[config.mk]
export PLATFORM = sky130hd
export DESIGN_NAME = timer8_waveform_generator
export DESIGN_NICKNAME = d
export VERILOG_FILES = /design/src/timer8_waveform_generator.v
export VERILOG_INCLUDE_DIRS = /design/src
export SDC_FILE = /design/constraint.sdc
export NUM_CORES = 1
export LEC_CHECK = 0
export ABC_AREA = 1
export BUFFER_PORTS_ARGS = -buffer_cell sky130_fd_sc_hd__buf_2
export CAP_MARGIN = 20
export CORE_ASPECT_RATIO = 1.4
export CORE_MARGIN = 8
export CORE_UTILIZATION = 48
export CTS_CLUSTER_DIAMETER = 200
export DETAILED_ROUTE_END_ITERATION = 6
export PLACE_DENSITY = 0.74
export SLEW_MARGIN = 20
export SYNTH_ARGS = -nofsm -noshare
export SYNTH_HDL_FRONTEND = slang
export SYNTH_SLANG_ARGS = --single-unit
[constraint.sdc]
create_clock -name pclk -period 2.86 [get_ports pclk]
set_clock_uncertainty 0.15 [all_clocks]
set_input_delay 0.286 -clock pclk [delete_from_list [all_inputs] [get_ports pclk]]
set_output_delay 0.286 -clock pclk [all_outputs]
set_load 0.1 [all_outputs]
[src/timer8_regs.vh]
// Register map, field positions, reset values and prescaler taps of the 8-bit timer.
// Assumes an APB slave with 32-bit data, one register per aligned word.
// Operation
// - Count and both compare registers are 8-bit
// - Overflow, match A, match B flags together
// - Each flag has its own mask bit
// - Prescaled clock or external pin, edge selectable
// - Phase mode B: 00 disconnected, 01 reserved
// - Phase B 10: clear up, set down
// - Phase B 11: set up, clear down
// - B at TOP: act at TOP instead
// - Control A bits 3:2 read zero
// - Three mode bits select sequence and TOP
// - Mode 0: TOP FF, immediate, overflow MAX
// - Mode 1: TOP FF, load TOP, overflow BOTTOM
// - Mode 2: TOP compare A, immediate, MAX
// - Mode 3: TOP FF, load BOTTOM, MAX
// - Mode 5: TOP compare A, load TOP, BOTTOM
// - Mode 7: TOP compare A, load BOTTOM, TOP
`ifndef TIMER8_REGS_VH
`define TIMER8_REGS_VH
// Byte offsets
`define OFS_CTRL_A 8'h00
`define OFS_CTRL_B 8'h04
`define OFS_COUNT 8'h08
`define OFS_CMP_A 8'h0C
`define OFS_CMP_B 8'h10
`define OFS_MASK 8'h14
`define OFS_FLAG 8'h18
// Control A fields
`define CA_ACT_A_HI 7
`define CA_ACT_A_LO 6
`define CA_ACT_B_HI 5
`define CA_ACT_B_LO 4
// Control B fields
`define CB_MODE_HI 3
// Flag / mask bit positions
`define FLG_OVF 0
`define FLG_MA 1
`define FLG_MB 2
// Fixed values
`define TOP_FIXED 8'hFF
`define BOTTOM 8'h00
`define RST_BYTE 8'h00
// Prescaler masks: tick when masked bits are all ones
`define DIV8_MASK 10'h007
`define DIV64_MASK 10'h03F
`define DIV256_MASK 10'h0FF
`define DIV1024_MASK 10'h3FF
`endif

[src/timer8_waveform_generator.v]
// 8-bit timer with two compare channels, waveform modes and an APB register file.
// Assumes one clock pclk, asynchronous active-low reset, and an external count pin
// that is asynchronous to pclk.
`timescale 1ns/10ps
`include "timer8_regs.vh"
module timer8_waveform_generator
(
    // APB clock and reset
    input wire pclk,
    input wire presetn,
    // APB slave
    input wire psel,
    input wire penable,
    input wire pwrite,
    input wire [7:0] paddr,
    input wire [31:0] pwdata,
    output reg [31:0] prdata,
    output reg pready,
    output reg pslverr,
    // External count source
    input wire ext_count_pin,
    // Waveform outputs and their drive enables
    output wire wave_out_a,
    output wire wave_out_b,
    output wire wave_en_a,
    output wire wave_en_b,
    // Interrupt request, level
    output reg irq
);

    // Control and data registers
    reg [7:0] ctrl_a_ff; // Actions and low mode bits
    reg [3:0] ctrl_b_ff; // High mode bit and clock select
    reg [7:0] count_ff; // Counter value
    reg [7:0] cmp_buf_a_ff; // Compare A as written
    reg [7:0] cmp_buf_b_ff; // Compare B as written
    reg [7:0] cmp_act_a_ff; // Compare A in use
    reg [7:0] cmp_act_b_ff; // Compare B in use
    reg [2:0] mask_ff; // Interrupt masks
    reg [2:0] flag_ff; // Sticky flags
    reg up_ff; // Count direction
    reg [9:0] presc_ff; // Prescaler counter
    reg [2:0] pin_sync_ff; // Pin synchroniser plus edge stage
    reg [1:0] wave_ff; // Waveform output state
    reg [1:0] wave_en_ff; // Waveform pin enables

    // Decoded fields
    wire [2:0] mode = {ctrl_b_ff[`CB_MODE_HI], ctrl_a_ff[1:0]};
    wire [2:0] clk_sel = ctrl_b_ff[2:0];
    wire is_phase = (mode == 3'd1) || (mode == 3'd5);
    wire is_fast = (mode == 3'd3) || (mode == 3'd7);
    wire top_from_compare_a = (mode == 3'd2) || (mode == 3'd5) || (mode == 3'd7);
    wire is_immediate = (mode == 3'd0) || (mode == 3'd2);
    // Reserved codes halt the counter
    wire is_reserved = (mode == 3'd4) || (mode == 3'd6);

    // Current TOP value
    wire [7:0] top_val = top_from_compare_a ? cmp_act_a_ff : `TOP_FIXED;
    wire at_top = (count_ff == top_val);
    wire at_bottom = (count_ff == `BOTTOM);

    // APB phase decode
    wire acc = psel && penable;
    wire done = acc && pready;
    wire wr_done = done && pwrite;
    wire rd_done = done && !pwrite;

    // Prescaler tick selection
    reg tick;
    wire pin_rise = pin_sync_ff[1] && !pin_sync_ff[2];
    wire pin_fall = !pin_sync_ff[1] && pin_sync_ff[2];

    // Clock select: source and edge
    always @*
    begin
        case (clk_sel)
            3'd1: tick = 1'b1;
            3'd2: tick = ((presc_ff & `DIV8_MASK) == `DIV8_MASK);
            3'd3: tick = ((presc_ff & `DIV64_MASK) == `DIV64_MASK);
            3'd4: tick = ((presc_ff & `DIV256_MASK) == `DIV256_MASK);
            3'd5: tick = ((presc_ff & `DIV1024_MASK) == `DIV1024_MASK);
            3'd6: tick = pin_fall;
            3'd7: tick = pin_rise;
            default: tick = 1'b0;
        endcase
    end

    // Counter events on a timer tick
    wire run = tick && !is_reserved;
    wire top_ev = run && at_top && (!is_phase || up_ff);
    wire bot_ev = run && is_phase && !up_ff && at_bottom;
    wire [1:0] match;
    assign match[0] = run && (count_ff == cmp_act_a_ff);
    assign match[1] = run && (count_ff == cmp_act_b_ff);

    // Overflow condition per mode
    reg ovf_ev;
    always @*
    begin
        if (is_phase)
            ovf_ev = bot_ev;
        else if (mode == 3'd7)
            ovf_ev = run && at_top;
        else
            ovf_ev = run && (count_ff == `TOP_FIXED);
    end

    // Buffer load strobe
    wire load_buf = is_immediate || (is_phase && top_ev) || (is_fast && run && at_top);

    // Register writes
    wire wr_ctrl_a = wr_done && (paddr == `OFS_CTRL_A);
    wire wr_ctrl_b = wr_done && (paddr == `OFS_CTRL_B);
    wire wr_count = wr_done && (paddr == `OFS_COUNT);
    wire wr_cmp_a = wr_done && (paddr == `OFS_CMP_A);
    wire wr_cmp_b = wr_done && (paddr == `OFS_CMP_B);
    wire wr_mask = wr_done && (paddr == `OFS_MASK);
    wire rd_flag = rd_done && (paddr == `OFS_FLAG);

    // Flag update: set wins over read-clear
    wire [2:0] flag_set = {match[1], match[0], ovf_ev};
    // Clear only the bits the read returned, so a flag set after capture survives
    wire [2:0] flag_clr = rd_flag ? prdata[2:0] : 3'b000;
    wire [2:0] nxt_flag = (flag_ff & ~flag_clr) | flag_set;

    // Address decode for reads
    reg [31:0] nxt_rdata;
    reg nxt_err;
    always @*
    begin
        nxt_rdata = 32'h0000_0000;
        nxt_err = 1'b0;
        case (paddr)
            `OFS_CTRL_A: nxt_rdata[7:0] = {ctrl_a_ff[7:4], 2'b00, ctrl_a_ff[1:0]};
            `OFS_CTRL_B: nxt_rdata[3:0] = ctrl_b_ff;
            `OFS_COUNT: nxt_rdata[7:0] = count_ff;
            `OFS_CMP_A: nxt_rdata[7:0] = cmp_buf_a_ff;
            `OFS_CMP_B: nxt_rdata[7:0] = cmp_buf_b_ff;
            `OFS_MASK: nxt_rdata[2:0] = mask_ff;
            `OFS_FLAG: nxt_rdata[2:0] = flag_ff;
            default: nxt_err = 1'b1;
        endcase
    end

    // APB answer: one wait state, data and error from flops
    always @(posedge pclk or negedge presetn)
    begin
        if (!presetn)
        begin
            pready <= 1'b0;
            prdata <= 32'h0000_0000;
            pslverr <= 1'b0;
        end
        else
        begin
            // Raise ready on first access cycle, drop after completion
            pready <= acc && !pready;
            if (acc && !pready)
            begin
                prdata <= pwrite ? 32'h0000_0000 : nxt_rdata;
                pslverr <= nxt_err;
            end
            else
            begin
                prdata <= 32'h0000_0000;
                pslverr <= 1'b0;
            end
        end
    end

    // Software-written control registers
    always @(posedge pclk or negedge presetn)
    begin
        if (!presetn)
        begin
            ctrl_a_ff <= `RST_BYTE;
            ctrl_b_ff <= 4'h0;
            mask_ff <= 3'b000;
        end
        else
        begin
            // Reserved bits never stored
            if (wr_ctrl_a)
                ctrl_a_ff <= {pwdata[7:4], 2'b00, pwdata[1:0]};
            if (wr_ctrl_b)
                ctrl_b_ff <= pwdata[3:0];
            if (wr_mask)
                mask_ff <= pwdata[2:0];
        end
    end

    // Compare buffers and active compare values
    always @(posedge pclk or negedge presetn)
    begin
        if (!presetn)
        begin
            cmp_buf_a_ff <= `RST_BYTE;
            cmp_buf_b_ff <= `RST_BYTE;
            cmp_act_a_ff <= `RST_BYTE;
            cmp_act_b_ff <= `RST_BYTE;
        end
        else
        begin
            if (wr_cmp_a)
                cmp_buf_a_ff <= pwdata[7:0];
            if (wr_cmp_b)
                cmp_buf_b_ff <= pwdata[7:0];
            // Double buffer transfer at the mode's update point
            if (load_buf)
            begin
                cmp_act_a_ff <= cmp_buf_a_ff;
                cmp_act_b_ff <= cmp_buf_b_ff;
            end
        end
    end

    // Prescaler and pin synchroniser
    always @(posedge pclk or negedge presetn)
    begin
        if (!presetn)
        begin
            presc_ff <= 10'h000;
            pin_sync_ff <= 3'b000;
        end
        else
        begin
            // Prescaler runs only while an internal divider is chosen
            if ((clk_sel >= 3'd2) && (clk_sel <= 3'd5))
                presc_ff <= presc_ff + 10'h001;
            else
                presc_ff <= 10'h000;
            // Two-stage sync, third stage for edge detection
            pin_sync_ff <= {pin_sync_ff[1:0], ext_count_pin};
        end
    end

    // Counter and direction
    always @(posedge pclk or negedge presetn)
    begin
        if (!presetn)
        begin
            count_ff <= `RST_BYTE;
            up_ff <= 1'b1;
        end
        else if (wr_count)
        begin
            // Software write overrides the tick
            count_ff <= pwdata[7:0];
        end
        else if (!is_phase)
        begin
            // Single slope: wrap from TOP to BOTTOM
            up_ff <= 1'b1;
            if (run)
                count_ff <= at_top ? `BOTTOM : count_ff + 8'h01;
        end
        else if (run)
        begin
            // Dual slope: turn at TOP and at BOTTOM
            if (up_ff && at_top)
            begin
                up_ff <= 1'b0;
                count_ff <= at_bottom ? `BOTTOM : count_ff - 8'h01;
            end
            else if (up_ff)
                count_ff <= count_ff + 8'h01;
            else if (at_bottom)
            begin
                up_ff <= 1'b1;
                count_ff <= at_top ? `BOTTOM : count_ff + 8'h01;
            end
            else
                count_ff <= count_ff - 8'h01;
        end
    end

    // Flags and interrupt line
    always @(posedge pclk or negedge presetn)
    begin
        if (!presetn)
        begin
            flag_ff <= 3'b000;
            irq <= 1'b0;
        end
        else
        begin
            flag_ff <= nxt_flag;
            irq <= |(nxt_flag & mask_ff);
        end
    end

    // Compare output units, one per channel
    wire [1:0] act_w [0:1];
    wire [7:0] cmp_w [0:1];
    assign act_w[0] = ctrl_a_ff[`CA_ACT_A_HI:`CA_ACT_A_LO];
    assign act_w[1] = ctrl_a_ff[`CA_ACT_B_HI:`CA_ACT_B_LO];
    assign cmp_w[0] = cmp_act_a_ff;
    assign cmp_w[1] = cmp_act_b_ff;

    genvar ch;
    generate
        for (ch = 0; ch < 2; ch = ch + 1)
        begin : g_out
            // Channel-level decode
            wire [1:0] act = act_w[ch];
            wire cmp_top = (cmp_w[ch] == top_val) && act[1];
            wire toggle_ok = (!is_phase && !is_fast) || ((ch == 0) && (mode == 3'd7));
            reg nxt_wave;

            // Next waveform level
            always @*
            begin
                nxt_wave = wave_ff[ch];
                if (is_phase)
                begin
                    if (cmp_top)
                    begin
                        // Match ignored, action done at TOP
                        if (top_ev)
                            nxt_wave = (act == 2'b10);
                    end
                    else if (match[ch] && (act == 2'b10))
                        nxt_wave = !up_ff;
                    else if (match[ch] && (act == 2'b11))
                        nxt_wave = up_ff;
                end
                else if (is_fast)
                begin
                    // Match edge, then wrap edge wins
                    if (match[ch] && act[1])
                        nxt_wave = act[0];
                    else if (match[ch] && (act == 2'b01) && toggle_ok)
                        nxt_wave = !wave_ff[ch];
                    if (run && at_top && act[1])
                        nxt_wave = !act[0];
                end
                else if (match[ch])
                begin
                    // Normal and clear-on-match actions
                    case (act)
                        2'b01: nxt_wave = !wave_ff[ch];
                        2'b10: nxt_wave = 1'b0;
                        2'b11: nxt_wave = 1'b1;
                        default: nxt_wave = wave_ff[ch];
                    endcase
                end
            end

            // Output state and pin enable
            always @(posedge pclk or negedge presetn)
            begin
                if (!presetn)
                begin
                    wave_ff[ch] <= 1'b0;
                    wave_en_ff[ch] <= 1'b0;
                end
                else
                begin
                    wave_ff[ch] <= nxt_wave;
                    // 00 and reserved 01 leave the pin to the port
                    wave_en_ff[ch] <= act[1] || ((act == 2'b01) && toggle_ok);
                end
            end
        end
    endgenerate

    // Pin-side outputs straight from flops
    assign wave_out_a = wave_ff[0];
    assign wave_out_b = wave_ff[1];
    assign wave_en_a = wave_en_ff[0];
    assign wave_en_b = wave_en_ff[1];

endmodule // timer8_waveform_generator

# == Yosys cells after proc, flatten, opt, wreduce, memory -nomap -nowiden ==
# Index checks and enable logic that the tools add are counted.
# word_totals
regBits,109
latchBits,0
ramBits,0
romBits,0
inputBits,46
out_inout_bits,39
word_cells,204
n_memories,0
# op_classes
add_sub_neg,3
n_mul,0
n_div,0
order_cmp,2
eq_ne,43
shifts,0
muxes,49
bitwise_logic,5
reduce_logical,82
# ops
op,n
$mux W8,12
$logic_and A1 B1 Y1,45
$eq A8 B8 Y1,5
$mux W1,29
$eq A3 B3 Y1 const B,9
$eq A8 B5 Y1 const B,3
$pmux W3 S7,1
$eq A8 B4 Y1 const B,2
$eq A8 B8 Y1 const B,2
$logic_not A8 Y1,2
$pmux W4 S4,1
$eq A3 B2 Y1 const B,4
$logic_not A1 Y1,12
$logic_or A1 B1 Y1,12
$add A10 B1 Y10 const B,1
$eq A10 B10 Y1 const B,1
$mux W10,1
$ne A5 B2 Y1 const B,2
$reduce_and A5 Y1,2
$reduce_bool A5 Y1,2
$add A8 B1 Y8 const B,1
$eq A2 B2 Y1 const B,4
$eq A8 B3 Y1 const B,1
$ne A4 B1 Y1 const B,2
22 further kinds,28

# == Longest topological paths before layout ==
# depth
depth_word,12
mapped_depth,18
mapped_depth_nobuf,17

# == Worst setup path after synthesis ==
# No wires, ideal clock.
# synth_path
kind,flip-flop to flip-flop
start,reg pready
end,reg count_ff[6]
setup_ns,0.083
t_arrival_ns,1.979
required_time_ns,2.627
slack_ns,0.648
path_stages_with_launch,9
path_buffers,0
synth_period_minus_slack_ns,2.212
path_cell_list,dfrtp_1 nand4_1 nor2_4 inv_1 nand2_2 inv_1 a21oi_1 nand2_1 o21ai_0
# synth_via
elab_chain_len,4
word_cells_on_any_way,5
cone_classes,mux: 1; reduce/logical: 4
# synth_lines
item,line_no,source
from (decl),timer8_waveform_generator.v:18,"output reg pready,"
from (signal assigned),timer8_waveform_generator.v:157,pready <= acc && !pready;
$logic_and A1 B1 Y1 *,timer8_waveform_generator.v:64,wire done = acc && pready;
$logic_and A1 B1 Y1 *,timer8_waveform_generator.v:65,wire wr_done = done && pwrite;
$logic_and A1 B1 Y1 *,timer8_waveform_generator.v:114,wire wr_count = wr_done && (paddr == `OFS_COUNT);
$mux W8 / $reduce_bool A2 Y1 (equally long branches),-,
to (signal assigned),timer8_waveform_generator.v:242,count_ff <= `RST_BYTE;
to (signal assigned),timer8_waveform_generator.v:248,count_ff <= pwdata[7:0];
to (signal assigned),timer8_waveform_generator.v:255,count_ff <= at_top ? `BOTTOM : count_ff + 8'h01;
to (decl),timer8_waveform_generator.v:34,reg [7:0] count_ff;
# Every way passes the cells marked *; elsewhere a longest branch is shown, timed or not.
# A chain may end at the register's enable or synchronous reset.

# == Worst setup path in the final report ==
# layout_path
start,reg ctrl_a_ff[0]
end,reg count_ff[1]
# layout_via
elab_chain_len,12
word_cells_on_any_way,24
cone_classes,eq/ne: 7; mux: 9; reduce/logical: 8
# layout_lines
item,line_no,source
from (decl),timer8_waveform_generator.v:32,reg [7:0] ctrl_a_ff;
from (signal assigned),timer8_waveform_generator.v:176,ctrl_a_ff <= `RST_BYTE;
from (signal assigned),timer8_waveform_generator.v:184,"ctrl_a_ff <= {pwdata[7:4], 2'b00, pwdata[1:0]};"
$eq A3 B2 Y1 / $eq A3 B3 Y1 (equally long branches),"timer8_waveform_generator.v:52, timer8_waveform_generator.v:50",
$logic_or A1 B1 Y1 (2 in a row),timer8_waveform_generator.v:52,wire top_from_compare_a = (mode == 3'd2) || (mode == 3'd5) || (mode == 3'd7);
$mux W8 (no line),-,
$eq A8 B8 Y1,timer8_waveform_generator.v:59,wire at_top = (count_ff == top_val);
$mux W8,"timer8_waveform_generator.v:255, timer8_waveform_generator.v:270",
$mux W8,timer8_waveform_generator.v:267,else if (at_bottom)
$mux W8,timer8_waveform_generator.v:265,else if (up_ff)
$mux W8,timer8_waveform_generator.v:260,if (up_ff && at_top)
$mux W8,timer8_waveform_generator.v:257,else if (run)
$mux W8,timer8_waveform_generator.v:250,else if (!is_phase)
$mux W8,timer8_waveform_generator.v:245,else if (wr_count)
to (signal assigned),timer8_waveform_generator.v:248,
to (signal assigned),timer8_waveform_generator.v:255,
to (signal assigned),timer8_waveform_generator.v:263,count_ff <= at_bottom ? `BOTTOM : count_ff - 8'h01;
# Parallel ways exist; a longest one is shown, timed or not. The select of a mux whose other input is x is not followed.

==> flow_summary_export.csv <==
group,metric,value,unit
sta,fin_crit_sh,90.1,%
sta,drv_slew,0,
grt,grt_max_degree,46,
placement,gp_congestion,0.994,
clock_network,cts_tree,"done",
grt,grt_pass1_vias,4781,
placement,placed_cell_area,5480,sq um
floorplanning,io_pins,85,
synth,synth.area.top_cells,"dfrtp_1, nand2_1, inv_1, nor2_1, o21ai_0",
sta,worst_pin_slew,1140,ps
final_layout,final_common_cell,"nand2_1",
floorplanning,core-area,10800,sq um
synth,ys_seq_area_share,40.8,%
sta,min_period,2580,ps
worst_setup_path,rrSetupSlack,280,ps
clock_network,clock_latency,350,ps
drt,routed_via_density,5.50,
pwr,p_total,2.76,mW
worst_setup_path,critPathLaunchType,"flip-flop",
floorplanning,die-area,14500,sq um
drt,remaining_drc_errors,0,
pwr,ir_drop,0.312,mV
drt,ant_nets,0,
drt,routed-via-count,4877,
synth,netlist_area,5220,sq um
clock_network,clock_sinks,85,
clock_network,clockBufferDepth,2,
synth,syn_inst,698,
floorplanning,fp-row-count,45,
final_layout,drive_gt1_share,12.3,%
sta,slew_headroom,23.3,%
sta,whs,35.0,ps
clock_network,cts_buffers,9,
final_layout,stdcell_area,5820,sq um
sta,setup_violations,0,
grt,grt_usage,20.2,%
sta,clock.fmax,0.388,GHz
synth,synth_flop_cell,"dfrtp_1",
worst_setup_path,r2r-end,"count_ff[1]",
floorplanning,dieWidth,104,microns
drt,drt_iter0_drc,420,
worst_setup_path,endpoint,"count_ff[1]",
placement,dp_hpwl,11000,microns
final_layout,layout.cells.most_common_list,"nand2_1, inv_1, dfrtp_1",
synth,yosysTopAreaCell,"dfrtp_1",
sta,tns,0,ps
clock_network,clk_pin_slew,60,ps
floorplanning,die_h,139,microns
synth,synth-edff-count,0,
worst_setup_path,cp-end-kind,"flip-flop",
final_layout,nets,791,
worst_setup_path,cp_max_fo,21,
synth,ys_seq_elements,85,
grt,grt_first_pass_wirelength,23700,microns
run_status,outcome,"finished, final reports clean",
sta,hold_viol_final,0,
synth,netlist.area_leader.share,40.3,%
drt,routed_wl,14500,microns
pwr,p_per_area,474,nW/um^2
worst_setup_path,worstPathRequired,2980,ps
placement,numPortBuffers,36,
drt,wl_per_cell,16.3,microns
grt,overflow,0,
final_layout,fill_cells,1019,
final_layout,area_growth,11.5,%
clock_network,cts_root_buffer,"clkbuf_16",
worst_setup_path,critPathKind,"flip-flop to flip-flop",
pwr,leakage,2.73,nW
sta,rsz0062_at_grt,"false",
final_layout,antenna_cells,0,
synth,yosysWarnings,0,
worst_setup_path,crit_start,"ctrl_a_ff[0]",
worst_setup_path,r2r_start,"ctrl_a_ff[0]",
grt,antenna_found_initial,0,
flow_run,maxCapViolCount,0,
worst_hold_path,min-delay-start,"psel",
synth,synthArstFlopShare,100,%
synth,ys_types,44,
drt,first_pass_iters,7,
synth,syn_area_per_cell,7.48,sq um
worst_setup_path,crit_arrival,2690,ps
clock_network,htreeDepth,3,
worst_hold_path,hold_path_class,"primary input to flip-flop",
worst_setup_path,reg2regPathDepth,16,
floorplanning,initial_core_util,48.6,%
==> power breakdown <==
part | switching [mW] | internal (mW) | total (mW) | leakage (nW)
sequential | 0.0217 | 1.22 | 1.24 | 1.13
combinational | 0.270 | 0.0567 | 0.327 | 1.46
clock | 0.509 | 0.685 | 1.19 | 0.140
total | 0.801 | 1.96 | 2.76 | 2.73
==> worst min path at each step <==
stage	end	slack (ps)	depth (start not counted)
2_1_floorplan	cmp_act_a_ff[0]	-160	0
3_3_place_gp	pin_sync_ff[1]	180	0
3_5_place_dp	presc_ff[1]	190	1
4_1_cts	prdata[3]	30	2
5_1_grt	prdata[3]	30	2
6_report	pready	30	3
==> state kept, by name, summed over array words and instances (netlist names), 3 cells and up <==
register      cells
cmp_act_b_ff      8
cmp_buf_b_ff      8
ctrl_b_ff         4
ctrl_a_ff         6
flag_ff           3
cmp_act_a_ff      8
count_ff          8
mask_ff           3
presc_ff         10
pin_sync_ff       3
prdata            8
cmp_buf_a_ff      8
==> repair_timing <==
item                                   CTS  global route
endpoints found under the hold margin   45             0
resized for setup                        0             3
buffers inserted                         0             0
hold buffers                             2             0
setup endpoints to repair                0             7
==> cell families (layout without fill, tap and decap cells) <==
kind of cell | after synthesis | count (layout) | share of synthesized area, %
and+or+nand+nor | 329 | 329 | 28.3
buffers and inverters | 133 | 157 | 12.2
AOI/OAI and AO/OA | 118 | 118 | 12.9
DFF | 85 | 85 | 40.8
xor gates and xnor gates | 27 | 27 | 4.53
adders and majority gates | 5 | 5 | 1.20
other | 1 | 24 | 0.0718
==> Yosys cell counts (5+ instances only) <==
cell	instances
a21oi_1	32
a221oi_1	7
buf_4	24
buf_6	5
clkbuf_1	11
dfrtp_1	84
ha_1	5
inv_1	89
nand2_1	157
nand2_2	5
nand3_1	39
nand4_1	25
nor2_1	68
nor2_2	5
nor3_1	11
o21ai_0	50
o21ai_1	5
o22ai_1	8
xnor2_1	11
xor2_1	16
==> layer usage <==
metal	GRT usage, %	wire length [microns]	up-vias
met2	34.5	7220	237
met5	0	0	-
met4	10.7	571	0
li1	-	-	2321
met1	23.5	5620	2286
met3	3.60	1050	33
==> per-stage QoR <==
stage	cells	utilization [%]	setup slack (ps)
floorplan	721	-	648
global placement	868	51.0	304
detailed placement	868	51.0	211
CTS	886	54.0	171
global route	886	54.1	11.4
finish	886	54.1	283
==> worst max-delay path, stage by stage (launching register included) <==
cell and delay, ps:
dfrtp_1 380, inv_2 170, nand2_2 120, nand2_8 160, nand2_1 130, nand2_1 70, o21ai_0 110, nor2_2 150
nand2_2 70, nor2_4 150, buf_4 170, inv_1 60, nand2_1 60, nand2_1 150, o21ai_0 180, o21ai_0 90
o21ai_0 100
==> layout make-up <==
type / instances / area [sq um] / share of cell area [%]
inverter: 91 / 342 / 5.87
sequential: 85 / 2130 / 36.6
clock buffer: 10 / 229 / 3.93
multi-input combinational: 503 / 2560 / 43.9
timing repair buffer: 50 / 318 / 5.46
tap: 141 / 176 / 3.03
clock inverter: 6 / 71.3 / 1.23
(Power assumes the default switching activity.)
